**config.mk**
```make
export PLATFORM = sky130hd
export DESIGN_NAME = dhfc_halt_freeze
export DESIGN_NICKNAME = d
export VERILOG_FILES = /design/src/shared/dhfc_pkg.sv /design/src/rtl/dhfc_sync3.sv /design/src/rtl/dhfc_freeze_reg.sv /design/src/rtl/dhfc_halt_freeze.sv
export VERILOG_INCLUDE_DIRS = /design/src /design/src/shared
export SDC_FILE = /design/constraint.sdc
export NUM_CORES = 1
export LEC_CHECK = 0
export ABC_AREA = 1
export ABC_CLOCK_PERIOD_IN_PS = 3360
export BUFFER_PORTS_ARGS = -buffer_cell sky130_fd_sc_hd__clkbuf_2
export CAP_MARGIN = 20
export CORE_ASPECT_RATIO = 1.75
export CORE_MARGIN = 8
export CORE_UTILIZATION = 55
export CTS_BUF_LIST = sky130_fd_sc_hd__clkbuf_4 sky130_fd_sc_hd__clkbuf_8 sky130_fd_sc_hd__clkbuf_16
export DETAILED_ROUTE_END_ITERATION = 8
export HOLD_SLACK_MARGIN = 0.12
export PLACE_DENSITY = 0.84
export SYNTH_ARGS = -nofsm -noshare
export SYNTH_HDL_FRONTEND = slang
export SYNTH_SLANG_ARGS = --single-unit
```
**constraint.sdc**
```tcl
create_clock -name clk_i -period 3.36 [get_ports clk_i]
set_input_delay 0.336 -clock clk_i [delete_from_list [all_inputs] [get_ports clk_i]]
set_output_delay 0.336 -clock clk_i [all_outputs]
set_load 0.02 [all_outputs]
```
**src/shared/dhfc_map.svh**
```systemverilog
`ifndef DHFC_MAP_SVH
`define DHFC_MAP_SVH

// ****************************************************************
// Register byte addresses
// ****************************************************************
`define DHFC_ADDR_FREEZE_LOW   32'h4001_5808
`define DHFC_ADDR_FREEZE_HIGH  32'h4001_580C
`define DHFC_ADDR_STATUS       32'h4001_5810

// ****************************************************************
// Reset values and writable bit masks
// ****************************************************************
`define DHFC_FREEZE_RST        32'h0000_0000
`define DHFC_LOW_MASK          32'h0020_1D32
`define DHFC_HIGH_MASK         32'h0007_0800
`define DHFC_BUS_FULL_SEL      4'hF

// ****************************************************************
// Low freeze register fields
// ****************************************************************
`define DHFC_BIT_TIMER3        1
`define DHFC_BIT_TIMER6        4
`define DHFC_BIT_TIMER7        5
`define DHFC_BIT_TIMER14       8
`define DHFC_BIT_CALENDAR      10
`define DHFC_BIT_WWDG          11
`define DHFC_BIT_IWDG          12
`define DHFC_BIT_TWOWIRE       21

// ****************************************************************
// High freeze register fields
// ****************************************************************
`define DHFC_BIT_TIMER1        11
`define DHFC_BIT_TIMER15       16
`define DHFC_BIT_TIMER16       17
`define DHFC_BIT_TIMER17       18

// ****************************************************************
// Status register fields
// ****************************************************************
`define DHFC_ST_HALTED         0
`define DHFC_ST_SYSRST         1
`define DHFC_ST_CNT_LSB        16
`define DHFC_ST_CNT_W          16

`endif

```
**src/shared/dhfc_pkg.sv**
```systemverilog
package dhfc_pkg;

    // One-hot states of the bus slave
    typedef enum logic [2:0]
    {
        DHFC_IDLE = 3'h1,
        DHFC_ACK  = 3'h2,
        DHFC_ERR  = 3'h4
    } dhfc_bus_state_type;

endpackage

```
**src/rtl/dhfc_sync3.sv**
```systemverilog
`timescale 1ns/100ps

module dhfc_sync3
(
    // Clock and power-on reset
    input  wire logic clk_i,
    input  wire logic por_i,
    // Foreign level in, settled level out
    input  wire logic async_i,
    output logic      level_o
);

    logic stage1;
    logic stage2;
    logic stage3;

    // ************************************************************
    // Three stages; a change counts once stages two and three agree
    // ************************************************************
    always_ff @(posedge clk_i or posedge por_i)
    begin
        if (por_i)
        begin
            stage1  <= 1'h0;
            stage2  <= 1'h0;
            stage3  <= 1'h0;
            level_o <= 1'h0;
        end
        else
        begin
            stage1 <= async_i;
            stage2 <= stage1;
            stage3 <= stage2;
            if (stage2 == stage3)
                level_o <= stage3;
        end
    end

endmodule // dhfc_sync3

```
**src/rtl/dhfc_freeze_reg.sv**
```systemverilog
`timescale 1ns/100ps
`include "dhfc_map.svh"

module dhfc_freeze_reg
#(
    parameter logic [31:0] WRITE_MASK = 32'h0000_0000
)
(
    // Clock and power-on reset
    input  wire logic        clk_i,
    input  wire logic        por_i,
    // Write port
    input  wire logic        wr_i,
    input  wire logic [31:0] wdata_i,
    // Stored value
    output logic      [31:0] value_o
);

    // ************************************************************
    // Storage
    // ************************************************************
    // System reset is deliberately absent so a debugger setup
    // survives it and writes land while the system is in reset.
    always_ff @(posedge clk_i or posedge por_i)
    begin
        if (por_i)
            value_o <= `DHFC_FREEZE_RST;
        else if (wr_i)
            value_o <= wdata_i & WRITE_MASK;
    end

endmodule // dhfc_freeze_reg

```
**src/rtl/dhfc_halt_freeze.sv**
```systemverilog
// Design decision made here: the Wishbone interface to the registers.
`timescale 1ns/100ps
`include "dhfc_map.svh"

// Behaviour
// - Only power-on reset clears the freeze registers, asynchronously.
// - After power-on both freeze registers read zero; nothing freezes.
// - Writes are accepted while the system is held in reset.
// - Low bit 1 freezes timer 3 while the core is halted.
// - Low bits 4 and 5 freeze timers 6 and 7 during halt.
// - Low bit 8 freezes timer 14 during halt.
// - Low bit 10 freezes the calendar counter during halt.
// - Low bit 11 freezes the window watchdog during halt.
// - Low bit 12 freezes the independent watchdog during halt.
// - Low bit 21 freezes the two-wire bus timeout during halt.
// - High register sits one word above; bit 11 freezes timer 1.
// - High bits 16 and 17 freeze timers 15 and 16 during halt.
// - High bit 18 freezes timer 17 during halt.
module dhfc_halt_freeze
    import dhfc_pkg::*;
(
    // Clock and resets
    input  wire logic        clk_i,
    input  wire logic        rst_i,
    input  wire logic        por_i,
    // Wishbone slave
    input  wire logic        wb_cyc_i,
    input  wire logic        wb_stb_i,
    input  wire logic        wb_we_i,
    input  wire logic [31:0] wb_adr_i,
    input  wire logic [3:0]  wb_sel_i,
    input  wire logic [31:0] wb_dat_i,
    output logic      [31:0] wb_dat_o,
    output logic             wb_ack_o,
    output logic             wb_err_o,
    // Core halt indication from the debug domain
    input  wire logic        core_halted_i,
    // Freeze requests to the peripherals
    output logic             timer1_halt_freeze_o,
    output logic             timer3_halt_freeze_o,
    output logic             timer6_halt_freeze_o,
    output logic             timer7_halt_freeze_o,
    output logic             timer14_halt_freeze_o,
    output logic             timer15_halt_freeze_o,
    output logic             timer16_halt_freeze_o,
    output logic             timer17_halt_freeze_o,
    output logic             calendar_halt_freeze_o,
    output logic             window_watchdog_halt_freeze_o,
    output logic             independent_watchdog_halt_freeze_o,
    output logic             twowire_timeout_halt_freeze_o
);

    // ************************************************************
    // Declarations
    // ************************************************************
    dhfc_bus_state_type state;
    dhfc_bus_state_type next_state;

    logic [31:0] freeze_low;
    logic [31:0] freeze_high;
    logic        core_halted;
    logic        halted_prev;
    logic [15:0] halt_entries;
    logic [31:0] status_word;
    logic [31:0] next_dat;
    logic [11:0] freeze_vec;
    logic [11:0] next_freeze_vec;

    wire request;
    wire full_word;
    wire hit_low;
    wire hit_high;
    wire hit_status;
    wire hit_any;
    wire access_ok;
    wire in_ack;
    wire write_low;
    wire write_high;
    wire halt_rise;

    // ************************************************************
    // Core halt crossing
    // ************************************************************
    dhfc_sync3 u_halt_sync
    (
        .clk_i   (clk_i),
        .por_i   (por_i),
        .async_i (core_halted_i),
        .level_o (core_halted)
    );

    // ************************************************************
    // Address decode
    // ************************************************************
    assign request    = wb_cyc_i & wb_stb_i;
    assign full_word  = (wb_sel_i == `DHFC_BUS_FULL_SEL);
    assign hit_low    = (wb_adr_i == `DHFC_ADDR_FREEZE_LOW);
    assign hit_high   = (wb_adr_i == `DHFC_ADDR_FREEZE_HIGH);
    assign hit_status = (wb_adr_i == `DHFC_ADDR_STATUS);
    assign hit_any    = hit_low | hit_high | hit_status;
    assign access_ok  = hit_any & full_word;

    // Write happens at the edge where the master sees ack.
    // Nothing here looks at rst_i, so the debugger can still
    // program the freeze bits during a system reset.
    assign in_ack     = (state == DHFC_ACK) & request;
    assign write_low  = in_ack & wb_we_i & hit_low;
    assign write_high = in_ack & wb_we_i & hit_high;

    // ************************************************************
    // Freeze registers
    // ************************************************************
    dhfc_freeze_reg
    #(
        .WRITE_MASK (`DHFC_LOW_MASK)
    )
    u_freeze_low
    (
        .clk_i   (clk_i),
        .por_i   (por_i),
        .wr_i    (write_low),
        .wdata_i (wb_dat_i),
        .value_o (freeze_low)
    );

    dhfc_freeze_reg
    #(
        .WRITE_MASK (`DHFC_HIGH_MASK)
    )
    u_freeze_high
    (
        .clk_i   (clk_i),
        .por_i   (por_i),
        .wr_i    (write_high),
        .wdata_i (wb_dat_i),
        .value_o (freeze_high)
    );

    // ************************************************************
    // Halt entry counter
    // ************************************************************
    // Unlike the freeze bits this count is ordinary system state,
    // so a system reset clears it.
    assign halt_rise = core_halted & ~halted_prev;

    always_ff @(posedge clk_i or posedge por_i)
    begin
        if (por_i)
        begin
            halted_prev  <= 1'h0;
            halt_entries <= 16'h0000;
        end
        else
        begin
            halted_prev <= core_halted;
            if (rst_i)
                halt_entries <= 16'h0000;
            else if (halt_rise)
                halt_entries <= halt_entries + 16'h0001;
        end
    end

    // ************************************************************
    // Status word
    // ************************************************************
    always_comb
    begin
        status_word = 32'h0000_0000;
        status_word[`DHFC_ST_HALTED] = core_halted;
        status_word[`DHFC_ST_SYSRST] = rst_i;
        status_word[`DHFC_ST_CNT_LSB +: `DHFC_ST_CNT_W] = halt_entries;
    end

    // ************************************************************
    // Read data selection
    // ************************************************************
    always_comb
    begin
        if (!access_ok)
            next_dat = 32'h0000_0000;
        else if (hit_low)
            next_dat = freeze_low;
        else if (hit_high)
            next_dat = freeze_high;
        else
            next_dat = status_word;
    end

    // ************************************************************
    // Bus slave state machine
    // ************************************************************
    // One wait-free answer: the request seen in idle is answered in
    // the next cycle, then the slave returns to idle so ack drops.
    always_comb
    begin
        next_state = state;
        case (state)
            DHFC_IDLE:
            begin
                if (request && access_ok)
                    next_state = DHFC_ACK;
                else if (request)
                    next_state = DHFC_ERR;
            end
            DHFC_ACK:
            begin
                next_state = DHFC_IDLE;
            end
            DHFC_ERR:
            begin
                next_state = DHFC_IDLE;
            end
            default:
            begin
                next_state = DHFC_IDLE;
            end
        endcase
    end

    always_ff @(posedge clk_i or posedge por_i)
    begin
        if (por_i)
        begin
            state    <= DHFC_IDLE;
            wb_dat_o <= 32'h0000_0000;
        end
        else
        begin
            state <= next_state;
            if (state == DHFC_IDLE)
                wb_dat_o <= next_dat;
        end
    end

    // Answers are qualified by the live request so an abandoned
    // cycle never sees a stray ack.
    assign wb_ack_o = (state == DHFC_ACK) & request;
    assign wb_err_o = (state == DHFC_ERR) & request;

    // ************************************************************
    // Freeze outputs
    // ************************************************************
    always_comb
    begin
        next_freeze_vec[0]  = freeze_high[`DHFC_BIT_TIMER1];
        next_freeze_vec[1]  = freeze_low[`DHFC_BIT_TIMER3];
        next_freeze_vec[2]  = freeze_low[`DHFC_BIT_TIMER6];
        next_freeze_vec[3]  = freeze_low[`DHFC_BIT_TIMER7];
        next_freeze_vec[4]  = freeze_low[`DHFC_BIT_TIMER14];
        next_freeze_vec[5]  = freeze_high[`DHFC_BIT_TIMER15];
        next_freeze_vec[6]  = freeze_high[`DHFC_BIT_TIMER16];
        next_freeze_vec[7]  = freeze_high[`DHFC_BIT_TIMER17];
        next_freeze_vec[8]  = freeze_low[`DHFC_BIT_CALENDAR];
        next_freeze_vec[9]  = freeze_low[`DHFC_BIT_WWDG];
        next_freeze_vec[10] = freeze_low[`DHFC_BIT_IWDG];
        next_freeze_vec[11] = freeze_low[`DHFC_BIT_TWOWIRE];
        if (!core_halted)
            next_freeze_vec = 12'h000;
    end

    // Registered so peripherals see a glitch-free level
    always_ff @(posedge clk_i or posedge por_i)
    begin
        if (por_i)
            freeze_vec <= 12'h000;
        else
            freeze_vec <= next_freeze_vec;
    end

    assign timer1_halt_freeze_o               = freeze_vec[0];
    assign timer3_halt_freeze_o               = freeze_vec[1];
    assign timer6_halt_freeze_o               = freeze_vec[2];
    assign timer7_halt_freeze_o               = freeze_vec[3];
    assign timer14_halt_freeze_o              = freeze_vec[4];
    assign timer15_halt_freeze_o              = freeze_vec[5];
    assign timer16_halt_freeze_o              = freeze_vec[6];
    assign timer17_halt_freeze_o              = freeze_vec[7];
    assign calendar_halt_freeze_o             = freeze_vec[8];
    assign window_watchdog_halt_freeze_o      = freeze_vec[9];
    assign independent_watchdog_halt_freeze_o = freeze_vec[10];
    assign twowire_timeout_halt_freeze_o      = freeze_vec[11];

endmodule // dhfc_halt_freeze

```
# ---- Word-level counts from Yosys, hierarchy flattened
# Index checks and enable logic that the tools add are counted.
dict set report totals {
  input_bits 75
  word_cells 43
  out_inout_bits 46
  register_bits 80
}
dict set report op_classes {
  add_sub_neg 1
  mux 9
  reduce_logical 2
  n_eq_ne 9
  n_bitwise 11
}
# operator n
set ops {}
lappend ops {{32-bit by 31-bit == test with 1-bit output (second input constant)} 3}
lappend ops {{32-bit 2-to-1 mux} 3}
lappend ops {{16-bit 2-to-1 mux} 2}
lappend ops {{16-bit by 1-bit adder with 16-bit output (second input constant)} 1}
lappend ops {{12-bit 2-to-1 mux} 1}
lappend ops {{3-bit 2-to-1 mux} 3}
lappend ops {{1-bit bitwise AND} 8}
lappend ops {{4-bit == test (second input constant)} 1}
lappend ops {{3-bit by 1-bit == test with 1-bit output (second input constant)} 1}
lappend ops {{3-bit by 2-bit == test with 1-bit output (second input constant)} 1}
lappend ops {{3-bit == test (second input constant)} 1}
lappend ops {{3-bit != test (second input constant)} 1}
lappend ops {{1-bit OR} 2}
lappend ops {{2-bit nonzero test} 1}
lappend ops {{1-bit == test} 1}
lappend ops {{1-bit logical AND} 1}
lappend ops {{1-bit inverter} 1}

# ---- Longest topological paths before layout
dict set report depth {
  word_depth 7
  ltp_mapped 12
  ltp_nobuf 12
}

# ---- By module
# A second synthesis with hierarchy kept.
dict set report unflattened {
  hier_cells 660
  hier_area_um2 4690.7
}
# module seq_area_each_um2 n_inst cells_per_inst area_each_um2
set by_module_without_submodules {}
lappend by_module_without_submodules {dhfc_halt_freeze 1602.8 1 544 3711.1}
lappend by_module_without_submodules {{dhfc_freeze_reg at u_freeze_low} 200.2 1 60 493.0}
lappend by_module_without_submodules {{dhfc_freeze_reg at u_freeze_high} 100.1 1 47 366.6}
lappend by_module_without_submodules {dhfc_sync3 100.1 1 9 120.1}

# ---- Least setup slack after synthesis
# OpenSTA, ideal clock, no wires.
dict set report synth_timing {
  kind {register to register}
  startpoint {reg state[2]}
  endpoint {reg u_freeze_low.value_o[10]}
  required_time_ns 3.242
  t_arrival_ns 1.459
  path_buffers 0
  stages_incl_launch_ff 7
  synth_period_minus_slack_ns 1.576
  setup_slack_ns 1.784
  setup_ns 0.118
  path_cell_list {dfrtp_1 -> nor4_4 -> nand2_2 -> clkinv_2 -> nand4_4 -> nand2_1 -> nand2_1}
}
dict set report synth_between {
  elab_chain_cells 4
}
# element line
set synth_rtl {}
lappend synth_rtl {{start: declaration} dhfc_halt_freeze.sv:56} ;# dhfc_bus_state_type state;
lappend synth_rtl {{start signal: assignment} dhfc_halt_freeze.sv:229} ;# state <= next_state;
lappend synth_rtl {{3-bit by 2-bit == test with 1-bit output} --}
lappend synth_rtl {{1-bit bitwise AND} --}
lappend synth_rtl {{named net wb_ack_o} dhfc_halt_freeze.sv:34} ;# output logic wb_ack_o,
lappend synth_rtl {{1-bit bitwise AND (2 in series)} dhfc_halt_freeze.sv:107} ;# assign write_low = in_ack & wb_we_i & hit_low;
lappend synth_rtl {{end signal: assignment} dhfc_freeze_reg.sv:27} ;# value_o <= `DHFC_FREEZE_RST;
lappend synth_rtl {{end signal: assignment} dhfc_freeze_reg.sv:29} ;# value_o <= wdata_i & WRITE_MASK;
lappend synth_rtl {{end: declaration} dhfc_freeze_reg.sv:16} ;# output logic [31:0] value_o
# The timed path passes the listed nets, and every way through them passes these cells.
# A chain may end at the register's enable or synchronous reset.

# ---- Final worst setup path
dict set report layout_timing {
  startpoint {in wb_adr_i[20]}
  endpoint {reg wb_dat_o[10]}
}
dict set report layout_between {
  elab_chain_cells 5
  word_cells_on_any_way 8
  cone_classes {eq/ne: 3; mux: 2; bitwise: 3}
}
# element line
set layout_rtl {}
lappend layout_rtl {{start: declaration} dhfc_halt_freeze.sv:30} ;# input wire logic [31:0] wb_adr_i,
lappend layout_rtl {{32-bit by 31-bit == test with 1-bit output (no line)} --}
lappend layout_rtl {{1-bit OR (2 in series)} dhfc_halt_freeze.sv:100} ;# assign hit_any = hit_low | hit_high | hit_status;
lappend layout_rtl {{1-bit bitwise AND} dhfc_halt_freeze.sv:101} ;# assign access_ok = hit_any & full_word;
lappend layout_rtl {{32-bit 2-to-1 mux *} dhfc_halt_freeze.sv:179} ;# if (!access_ok)
lappend layout_rtl {{end signal: assignment} dhfc_halt_freeze.sv:231} ;# wb_dat_o <= next_dat;
lappend layout_rtl {{end: declaration} dhfc_halt_freeze.sv:33} ;# output logic [31:0] wb_dat_o,
# Every way passes the cells marked *; elsewhere a longest branch is shown, timed or not.

==> out/results.txt <==
Status: complete, no violations
Initial antenna violation count: 0
Post-CTS Resized: 0
Syn avg cell area: 8.01 sq um
Post-synthesis adder-cell area fraction: 0.591%
Nets: 644
Avg WL per Cell: 14.6 microns
Top post-synthesis cells by area: dfrtp_1, nand2_1, inv_1
Post-Synthesis Cell Area: 0.00381 sq mm
Final ANT Viol Nets: 0
CP Data Required Time: 3600 ps
FFs w/ async S/R, synth: 100%
Hpwl dp: 7050 microns
Effective utilization at floorplan: 56.0%
Hold crit path type: input pin to flop
Num ports: 121
Final wirelength: 9550 microns
Skew-Pair Late Insertion Delay: 340 ps
Synth Area in Simple Gates: 34.4%
Slew headroom: 41.5%
Worst Setup End Kind: flop
Multi-input gate area: 0.00166 sq mm
Cells after Synth: 476
CTS buffer count: 9
Seq/Total Area, Yosys: 47.3%
Met3 GRT Util: 4.06%
Post-synth top cells: nand2_1, dfrtp_1, inv_1
Number of distinct library cells after synthesis: 38
DR DRC count: 0
CTS Buffer Depth: 2
Row cnt: 40
Total GRT Usage: 19.9%
CP max stage cell: nand3_2
CP Class: input pin to flop
Final GP Congestion: 0.932
Count leader, synth: nand2_1
Cell family with most CP delay: simple AND/OR/NAND/NOR gates
Chip height: 126 microns
Final Hold Vio Count: 0
H-tree Lvls: 3
Max-slew violation count: 0
Fin area: 0.00457 sq mm
Number of max-cap violations: 0
Xor and xnor area share after synthesis: 0%
DRT Pass-1 Iters: 5
Final Skew: 8.54 ps
Cell taking the most area after synthesis: dfrtp_1
Setup crit start kind: input pin
Grt met2 use: 35.3%
CTS tree: yes
Vias: 3504
Layout cell share with drive strength beyond 1: 30.1%
Register bit total from synthesis: 72
Setup Total Neg Slack: 0 ps
Bufs and invs on worst path: 2
Register area: 0.00180 sq mm
Vias in the first global route: 3574
Largest family of logic cells by synthesized area: simple AND/OR/NAND/NOR gates
Worst Tran Pin Value: 878 ps
Vias per cell: 5.34
Placed cell area: 0.00428 sq mm
CTS sink count: 72
Crit-path max FO: 22
Fill cells: 550
Final period utilization: 60.1%
Period minus WS final: 2020 ps
Hold-fix buffers, CTS: 1
Diode count: 0
EDFF count, synth: 0
Largest net degree at the start of global routing: 73
Top Usage Layer GRT: met2
Post-CTS setup buffer count: 0
Core ar.: 0.00681 sq mm
Reg clk slew, reported paths: 50 ps
Initial DRC Count: 231
Max frequency: 0.495 GHz
Die X: 78.9 microns
Predominant post-synthesis flop cell: dfrtp_1
Power Total: 1.90 mW
Area grow syn2layout: 19.9%
First-pass GRT wire length: 16100 microns
RSZ-0062 raised after global routing: no
PortBufs: 91
Root Driver: clkbuf_16
Ys Warns: 0
Cells along the critical path: clkbuf_2 -> inv_1 -> nand2_1 -> nor2_2 -> nand2_2 -> nor2_8 -> nand2_2 -> nand3_2 -> nand3_2 -> o21ai_2
Die area: 0.00996 sq mm
CP peak stage delay: 520 ps
Global route overflow: 0
Synth Area in Compound Gates: 7.71%
Worst hold slack: 210 ps
P_leak: 2.56 nW
Setup violators final: 0
Yosys top cell area share: 46.6%
Worst path arrival time: 2260 ps
Mux share of post-synthesis cell area: 0%
Peak supply drop: 0.249 mV
Grt met1 use: 20.9%
Pwr Density: 417 mW/mm^2
## registers in the layout (all words and copies together), names as in the netlist
register	flops
u_halt_sync.level_o	1
u_halt_sync.stage3	1
state	3
halt_entries	16
u_halt_sync.stage1	1
u_freeze_high.value_o	4
u_halt_sync.stage2	1
wb_dat_o	24
u_freeze_low.value_o	8
freeze_vec	12
halted_prev	1
## area by class of cell
class	instances	share of cell area, %
sequential	72	39.4
multi-input combinational	324	36.2
timing repair buffer	93	10.3
clock buffer	12	5.69
inverter	68	5.61
tap	84	2.30
clock inverter	3	0.383
## path summary, 6_finish.rpt
| kind | startpoint | to | slack (ps) | cells past startpoint |
|---|---|---|---|---|
| max reg2reg | state[0]$_DFFE_PP1P_ | wb_dat_o[10]$_DFFE_PP0P_ | 1420 | 4 |
| min | wb_dat_i[18] | u_freeze_high.value_o[18]$_DFFE_PP0P_ | 210 | 3 |
| min reg2reg | u_halt_sync.stage1$_DFF_PP0_ | u_halt_sync.stage2$_DFF_PP0_ | 360 | 0 |
| max | wb_adr_i[20] | wb_dat_o[10]$_DFFE_PP0P_ | 1340 | 10 |
| max in group asynchronous | por_i | halt_entries[5]$_DFFE_PP0P_ | 2540 | 3 |
| min in group asynchronous | por_i | wb_dat_o[0]$_DFFE_PP0P_ | 240 | 3 |
## metal layers
layer	vias up	wire length (microns)
met5	-	0
met2	138	5290
met4	0	252
met1	1677	3370
met3	24	628
li1	1665	-
## worst reg2reg max path: stages (launching register included)
cell	delay, ps
dfstp_2	550
inv_1	70
nor3_2	290
nand3_2	610
o21ai_2	330
## stage by stage
stage / cells / setup slack, ps / util (%)
4_1_cts: 656 / 1330 / 67.2
3_5_place_dp: 640 / 996 / 62.9
5_1_grt: 656 / 1140 / 67.2
6_report: 656 / 1340 / 67.2
2_1_floorplan: 483 / 1200 / -
3_3_place_gp: 640 / 1070 / 62.9
## layout by cell type, fill, tap and decap left out, drive strengths merged, types with 3 or more instances in the layout
| cell | count |
|---|---|
| nand2 | 151 |
| clkbuf | 103 |
| dfrtp | 71 |
| inv | 67 |
| nor2 | 50 |
| nand3 | 39 |
| o21ai | 32 |
| nor3 | 13 |
| a21oi | 9 |
| nand4 | 9 |
| conb | 8 |
| nor4 | 5 |
| clkinv | 3 |
## where the power goes
part	leakage, nW	internal, mW	switching, mW
registers	0.990	0.876	0.0124
clock network	0.138	0.541	0.343
logic	1.43	0.0434	0.0894
## cells by family after synthesis
logic type / Yosys count
buf+inv: 87
other cells: 1
flops: 72
fa+ha+maj: 2
simple gates: 271
compound gates: 43
Power figures use the tool's default switching activity.
